==> config.mk <==
export PLATFORM = sky130hd
export DESIGN_NAME = resistor_baseline_validator
export DESIGN_NICKNAME = d
export VERILOG_FILES = /design/src/rtl/baseline_pkg.sv /design/src/rtl/resistor_baseline_validator.sv
export SDC_FILE = /design/constraint.sdc
export NUM_CORES = 1
export LEC_CHECK = 0
export BUFFER_PORTS_ARGS = -buffer_cell sky130_fd_sc_hd__buf_2
export CAP_MARGIN = 20
export CORE_UTILIZATION = 45
export CTS_CLUSTER_SIZE = 14
export DETAILED_ROUTE_END_ITERATION = 10
export PLACE_DENSITY = 0.69
export REMOVE_ABC_BUFFERS = 1
export SYNTH_ARGS = -nofsm -noshare
export SYNTH_HDL_FRONTEND = slang
export SYNTH_SLANG_ARGS = --single-unit
==> constraint.sdc <==
create_clock -name clock_i -period 7.8 [get_ports clock_i]
set_input_delay 1.56 -clock clock_i [delete_from_list [all_inputs] [get_ports clock_i]]
set_output_delay 1.56 -clock clock_i [all_outputs]
set_load 0.005 [all_outputs]
==> src/rtl/baseline_pkg.sv <==
package baseline_pkg;

  // Temperatures in whole degrees Fahrenheit, signed
  localparam int TEMP_W = 12;
  localparam logic signed [TEMP_W-1:0] FLOOR_TEMP_F = 12'sh028;  // 40 F
  localparam logic signed [TEMP_W-1:0] MAX_DROP_F   = 12'sh006;  // 6 F
  localparam logic [15:0] BATTERY_MIN_DV = 16'h0082;              // 13.0 V in tenths

  localparam int unsigned CLOCK_HZ      = 100_000_000;
  localparam int unsigned COOL_WAIT_MIN = 20;
  localparam int unsigned SAMPLE_MIN    = 8;
  localparam int unsigned RETRY_MIN     = 20;
  localparam longint unsigned CYCLES_PER_MIN = 64'(CLOCK_HZ) * 64'd60;

  typedef enum logic [1:0] {
    STATUS_PENDING = 2'h0,
    STATUS_VALID   = 2'h1,
    STATUS_INVALID = 2'h2
  } status_type;

  typedef struct packed {
    logic                     valid;
    logic [3:0]               scanner;
    logic signed [TEMP_W-1:0] temp;
  } sample_type;

endpackage : baseline_pkg

==> src/rtl/resistor_baseline_validator.sv <==
`timescale 1ns/1ps
`default_nettype none

// How it works
// - Any sample at or below 40F invalidates
// - Drop over 6F from previous invalidates
// - Invalid first attempt triggers one automatic retry
// - Interrupted attempt also triggers the retry
// - No upper temperature limit is applied
// - Invalid status only after two failed attempts
// - After invalid, wait for new calibration request
// - Pending while cooling or battery below 13V
// - Pending or invalid selects interim integrity test
// - Twenty minute cool, then eight minute sampling
// - Retry starts twenty minutes later, still pending
// - Success sets valid, baseline test applies
module resistor_baseline_validator
  import baseline_pkg::*;
#(
  parameter int unsigned  SCANNERS       = 4,
  parameter longint unsigned COOL_CYCLES   = 64'(COOL_WAIT_MIN) * CYCLES_PER_MIN,
  parameter longint unsigned SAMPLE_CYCLES = 64'(SAMPLE_MIN) * CYCLES_PER_MIN,
  parameter longint unsigned RETRY_CYCLES  = 64'(RETRY_MIN) * CYCLES_PER_MIN
) (
  // Clock, reset and enable
  input  wire logic                        clock_i,
  input  wire logic                        reset_n_i,
  input  wire logic                        enable_i,
  // Control
  input  wire logic                        calibration_done_i,
  input  wire logic                        interrupt_i,
  input  wire logic [15:0]                 battery_dv_i,
  // Samples
  input  wire baseline_pkg::sample_type    sample_i,
  // Status
  output logic [SCANNERS-1:0][1:0]         status_o,
  output logic [SCANNERS-1:0]              interim_test_o,
  output logic                             shutter_cycle_o,
  output logic                             attempt_second_o
);
  import baseline_pkg::*;

  // One-hot attempt phases
  typedef enum logic [3:0] {
    ST_IDLE     = 4'b0001,
    ST_COOL     = 4'b0010,
    ST_SAMPLE   = 4'b0100,
    ST_DONE     = 4'b1000
  } phase_type;

  phase_type                    phase_q;
  // Wide enough for minutes at the full clock rate
  logic [63:0]                  timer_q;
  logic                         second_q;
  logic [SCANNERS-1:0]          bad_q;
  logic [SCANNERS-1:0]          bad_now;
  logic [SCANNERS-1:0]          seen_q;
  logic signed [TEMP_W-1:0]     last_q [SCANNERS];
  logic [SCANNERS-1:0][1:0]     status_q;

  logic battery_ok;
  logic timer_end;
  logic attempt_end;
  logic any_bad;
  assign battery_ok  = battery_dv_i >= BATTERY_MIN_DV;
  assign timer_end   = timer_q == 64'h0;
  // Retry is shared: one failing scanner re-runs them all
  assign any_bad     = |bad_now;
  assign attempt_end = (phase_q == ST_SAMPLE) && timer_end;

  // Attempt sequencer
  always_ff @(posedge clock_i or negedge reset_n_i) begin
    if (!reset_n_i) begin
      phase_q  <= ST_IDLE;
      timer_q  <= 64'h0;
      second_q <= 1'b0;
    end else if (enable_i) begin
      case (phase_q)
        ST_IDLE: begin
          if (calibration_done_i) begin
            phase_q  <= ST_COOL;
            timer_q  <= COOL_CYCLES;
            second_q <= 1'b0;
          end
        end
        ST_COOL: begin
          // Hold countdown at zero until battery is charged
          if (!timer_end) begin
            timer_q <= timer_q - 64'h1;
          end else if (battery_ok) begin
            phase_q <= ST_SAMPLE;
            timer_q <= SAMPLE_CYCLES;
          end
        end
        ST_SAMPLE: begin
          // Interrupt wins over a verdict on the same edge
          if (interrupt_i || (timer_end && any_bad)) begin
            if (second_q) begin
              phase_q <= ST_DONE;
            end else begin
              phase_q  <= ST_COOL;
              timer_q  <= RETRY_CYCLES;
              second_q <= 1'b1;
            end
          end else if (timer_end) begin
            phase_q <= ST_DONE;
          end else begin
            timer_q <= timer_q - 64'h1;
          end
        end
        ST_DONE: begin
          // No own retries; only a new calibration restarts
          if (calibration_done_i) begin
            phase_q  <= ST_COOL;
            timer_q  <= COOL_CYCLES;
            second_q <= 1'b0;
          end
        end
        default: phase_q <= ST_IDLE;
      endcase
    end
  end

  // Per-scanner sample checks
  genvar g;
  generate
    for (g = 0; g < SCANNERS; g++) begin : g_scan
      logic hit;
      logic floor_hit;
      logic drop_hit;
      assign hit = sample_i.valid && (32'(sample_i.scanner) == g) && (phase_q == ST_SAMPLE);
      // Upper end deliberately unchecked
      assign floor_hit = hit && (sample_i.temp <= FLOOR_TEMP_F);
      // First sample of an attempt has nothing to step from
      assign drop_hit  = hit && seen_q[g] && (sample_i.temp < last_q[g] - MAX_DROP_F);
      // Sample landing on the closing cycle still counts
      assign bad_now[g] = bad_q[g] || floor_hit || drop_hit;

      // Failure flag, cleared outside the window
      always_ff @(posedge clock_i or negedge reset_n_i) begin
        if (!reset_n_i) begin
          bad_q[g] <= 1'b0;
        end else if (enable_i) begin
          if (phase_q != ST_SAMPLE) begin
            bad_q[g] <= 1'b0;
          end else if (!interrupt_i && (floor_hit || drop_hit)) begin
            bad_q[g] <= 1'b1;
          end
        end
      end

      // Previous sample for the step test
      always_ff @(posedge clock_i or negedge reset_n_i) begin
        if (!reset_n_i) begin
          seen_q[g] <= 1'b0;
          last_q[g] <= '0;
        end else if (enable_i) begin
          if (phase_q != ST_SAMPLE) begin
            seen_q[g] <= 1'b0;
          end else if (hit && !interrupt_i) begin
            seen_q[g] <= 1'b1;
            last_q[g] <= sample_i.temp;
          end
        end
      end

      // Valid on a first pass lasts only until the retry cools

      always_ff @(posedge clock_i or negedge reset_n_i) begin
        if (!reset_n_i) begin
          status_q[g] <= STATUS_PENDING;
        end else if (enable_i) begin
          if (phase_q == ST_COOL) begin
            status_q[g] <= STATUS_PENDING;
          end else if (attempt_end && !interrupt_i) begin
            if (!bad_now[g]) begin
              status_q[g] <= STATUS_VALID;
            end else if (second_q) begin
              status_q[g] <= STATUS_INVALID;
            end
          end else if (phase_q == ST_SAMPLE && interrupt_i && second_q) begin
            status_q[g] <= STATUS_INVALID;
          end
        end
      end


      // Same latency as status_o, so both ports agree every cycle
      always_ff @(posedge clock_i or negedge reset_n_i) begin
        if (!reset_n_i) begin
          interim_test_o[g] <= 1'b1;
        end else if (enable_i) begin
          interim_test_o[g] <= status_q[g] != STATUS_VALID;
        end
      end
    end
  endgenerate

  // Registered copies keep every port free of decode glitches
  always_ff @(posedge clock_i or negedge reset_n_i) begin
    if (!reset_n_i) begin
      status_o         <= '0;
      shutter_cycle_o  <= 1'b0;
      attempt_second_o <= 1'b0;
    end else if (enable_i) begin
      status_o         <= status_q;
      shutter_cycle_o  <= phase_q == ST_SAMPLE;
      attempt_second_o <= second_q;
    end
  end

endmodule // resistor_baseline_validator

`default_nettype wire

==> impl_metrics.env <==
export IMPL_grt_use_total=0.2090
export IMPL_power_switching_share=0.3681
export IMPL_placed_cells_incl_taps=1182
export IMPL_insertion_delay_ns=0.43
export IMPL_pwr_density_cell_nw_per_um2=285.7
export IMPL_critPathMaxStageDelay_ns=0.87
export IMPL_grt_setup_unrepaired="no"
export IMPL_power_switching_mw=1.042
export IMPL_worst_slew_margin_rel=0.2806
export IMPL_nNetsFinal=1029
export IMPL_crit_path_max_fanout=38
export IMPL_worstPathRequired_ns=8.09
export IMPL_ant_nets=0
export IMPL_design_core_area_um2=18960
export IMPL_synth_async_sr_flop_share=1.000
export IMPL_crit_type="reg -> reg"
export IMPL_drv_max_cap_violation_count=0
export IMPL_maxClockFrequency_mhz=182.1
export IMPL_critical_path_startpoint="last_q[25]"
export IMPL_syn_area_um2=8825
export IMPL_fp_dieArea_um2=20170
export IMPL_run_status="finished clean"
export IMPL_power_frac_seq=0.367
export IMPL_clock_skew_ns=0.01423
export IMPL_first_global_vias=6705
export IMPL_yosys_cell_count_top_type="sky130_fd_sc_hd__dfrtp_1"
export IMPL_antenna_found_initial=0
export IMPL_synth_warning_count=0
export IMPL_path_cells="ha_1 -> nor4_1 -> nand3b_1 -> nor3_1 -> xnor2_1 -> ha_1 -> nand4_1 -> or3_1 -> a211oi_1 -> or4b_1 -> nand3_2 -> nor4_2 -> mux2_4 -> nor2_2 -> buf_6 -> a31oi_1"
export IMPL_clock_tree_from_tritoncts="yes"
export IMPL_clk_root_buffer_cell="sky130_fd_sc_hd__clkbuf_16"
export IMPL_io_pin_count=52
export IMPL_post_cts_resized_instances=0
export IMPL_clk_pin_slew_ns=0.07
export IMPL_antenna_cells=0
export IMPL_timing_final_setup_violations=0
export IMPL_timing_critical_path_from_type="register"
export IMPL_max_slew_worst_pin_slew_ns=1.071
export IMPL_finish_cell_count_without_fillers=1215
export IMPL_power_combinational_fraction=0.335
export IMPL_synthTopCellsByCount="sky130_fd_sc_hd__dfrtp_1, sky130_fd_sc_hd__nand2_1, sky130_fd_sc_hd__o21ai_0, sky130_fd_sc_hd__mux2_2, sky130_fd_sc_hd__nor2_1"
export IMPL_synth_seq_cells=147
export IMPL_total_leakage_power_nw=4.428
export IMPL_post_layout_total_power_mw=2.831
export IMPL_cts_max_path_bufs=2
export IMPL_finalHoldViolations=0
export IMPL_slew_viol_final=0
export IMPL_h_tree_depth=4
export IMPL_hold_class="reg -> reg"
export IMPL_routed_vias=7080
export IMPL_number_of_sinks_driven_by_the_clock_tree=147
export IMPL_worst_hold_slack_ns=0.4599
export IMPL_die_width_um=142.0
export IMPL_yosys_top_cells_area="sky130_fd_sc_hd__dfrtp_1, sky130_fd_sc_hd__mux2_2, sky130_fd_sc_hd__ha_1, sky130_fd_sc_hd__o21ai_0, sky130_fd_sc_hd__nand2_1"
export IMPL_worst_slack_ns=2.309
export IMPL_netlist_instances=900
export IMPL_clock_power_share=0.298
export IMPL_slowest_stage="sky130_fd_sc_hd__nor4_2"
export IMPL_wirelength_per_cell_um=16.29
export IMPL_detail_route_wirelength_mm=19.80
export IMPL_grt_pass1_wl_mm=33.64
export IMPL_worst_hold_startpoint="status_q[2]"
export IMPL_fill_cells=1703
export IMPL_timing_rr_start="last_q[25]"
export IMPL_core_rowCount=50
export IMPL_first_pass_iters=5
export IMPL_area_added_between_synthesis_and_finish_pct=12.28
export IMPL_critical_path_most_common_cell="sky130_fd_sc_hd__ha_1"
export IMPL_cts_hold_buffers_added=0
export IMPL_port_buffer_count=50
export IMPL_drc=0
export IMPL_endpoint_kind="register"
export IMPL_dp_worst_setup_slack_ns=1.796
export IMPL_grt_start_max_net_pins=79
export IMPL_final_period_utilization=0.7040
export IMPL_power_internal_mw=1.789
export IMPL_post_cts_repair_setup_buffers=0
export IMPL_post_dp_hpwl_mm=12.99
export IMPL_tritoncts_num_buffers=17
export IMPL_die_h_um=142.0
export IMPL_setup_tns_ns=0
export IMPL_via_per_inst=5.827
export IMPL_synth_top_area_share=0.4027
export IMPL_synth_area_per_cell_um2=9.805
export IMPL_synth_edf_count=0
export IMPL_initialDrtViolationCount=378
export IMPL_synth_top_area_cell="sky130_fd_sc_hd__dfrtp_1"
export IMPL_final_layout_size_suffix_gt1_frac=0.1822
export IMPL_grt_remaining_overflow=0
export IMPL_synthFlopType="sky130_fd_sc_hd__dfrtp_1"
export IMPL_clock_period_minus_final_worst_setup_slack_ns=5.491
export IMPL_worst_ir_drop_vdd_uv=178.3
export IMPL_synthDistinctLibCells=77
export IMPL_initial_standard_cell_utilization_of_the_core=0.4655
export IMPL_cp_data_arrival_time_ns=5.78
export IMPL_synth_seq_area_share=0.4176
export IMPL_globalplace_congestion=0.8074
==> critical path, delay by kind of cell, from the launching register on <==
family          cells  cell delay (ns)
xor+xnor            1             0.10
buf+inv             1             0.26
mux                 1             0.54
flops               1             0.41
fa+ha+maj           2             0.59
compound gates      2             0.38
simple gates        9             3.04
==> cells in the final DEF (no fill, tap or decap), types with 11 or more instances in the layout <==
cell type,n
sky130_fd_sc_hd__a21oi_1,38
sky130_fd_sc_hd__a22o_1,27
sky130_fd_sc_hd__buf_2,49
sky130_fd_sc_hd__clkbuf_16,17
sky130_fd_sc_hd__dfrtp_1,142
sky130_fd_sc_hd__ha_1,49
sky130_fd_sc_hd__inv_1,29
sky130_fd_sc_hd__mux2_2,59
sky130_fd_sc_hd__nand2_1,66
sky130_fd_sc_hd__nand2b_1,11
sky130_fd_sc_hd__nand3_1,12
sky130_fd_sc_hd__nor2_1,57
sky130_fd_sc_hd__nor3_1,46
sky130_fd_sc_hd__nor4_1,21
sky130_fd_sc_hd__o21ai_0,63
sky130_fd_sc_hd__o21ai_1,13
sky130_fd_sc_hd__o2bb2ai_1,14
sky130_fd_sc_hd__o31ai_1,12
sky130_fd_sc_hd__or3_1,25
sky130_fd_sc_hd__xnor2_1,25
sky130_fd_sc_hd__xor2_1,11
==> state kept, by name, summed over array words and instances (netlist names) <==
signal and count:
status_q 8, interim_test_o 4, status_o 8, last_q 48, attempt_second_o 1, bad_q 4
shutter_cycle_o 1, second_q 1, seen_q 4, phase_q 4, timer_q 64
==> cell type report <==
class,count,area [um2],share of cell area
multi-input combinational,691,4881,0.4926
sequential,147,3685,0.3719
clock buffer,20,446.7,0.04508
tap,260,325.3,0.03283
timing repair buffer,56,305.3,0.03081
clock inverter,12,156.4,0.01578
inverter,29,108.9,0.01099
==> per-stage QoR <==
stage	util	cell area (um2)
2_1_floorplan	-	8666
3_3_place_gp	0.4903	9294
3_5_place_dp	0.4903	9294
4_1_cts	0.5221	9897
5_1_grt	0.5227	9908
6_report	0.5227	9908
==> kinds of logic (layout without fill, tap and decap cells) <==
group | after synthesis | in the layout | synth area share
flip-flops | 147 | 147 | 0.4176
XOR/XNOR | 36 | 36 | 0.03573
multiplexers | 61 | 61 | 0.07855
AO/OA/AOI/OAI | 240 | 240 | 0.1799
AND/OR/NAND/NOR | 305 | 305 | 0.1884
adder cells (fa/ha/maj) | 49 | 49 | 0.06947
buffers and inverters | 62 | 117 | 0.03034
==> worst paths after layout <==
path / endpoint / depth (start not counted) / slack (ns)
worst max-delay path: timer_q[29] / 16 / 2.31
worst min-delay path: interim_test_o[1] / 1 / 0.46
worst max register to register: timer_q[29] / 16 / 2.31
worst min register to register: interim_test_o[1] / 1 / 0.46
max in group asynchronous: timer_q[8] / 2 / 5.24
min in group asynchronous: status_o[6] / 1 / 1.17
==> metal layers <==
metal  share of wire  vias up  wire, um  GRT usage
met4           0.011        0       208    0.05659
met1            0.49     3452      9771     0.2936
met2            0.46      149      9099     0.3326
met5               0        -         0          0
met3           0.036       16       717    0.03466
li1                -     3463         -          -
==> power by group through the flow <==
stage	Sequential [mW]	Combinational, mW	Clock (mW)
floorplan	1.01	0.672	0
finish	1.04	0.950	0.843
CTS	1.03	0.947	0.856
detailed placement	1.05	0.940	0
global placement	1.04	0.925	0
global route	1.06	1.07	0.896
Note: power is estimated with default switching activity, not from simulation.
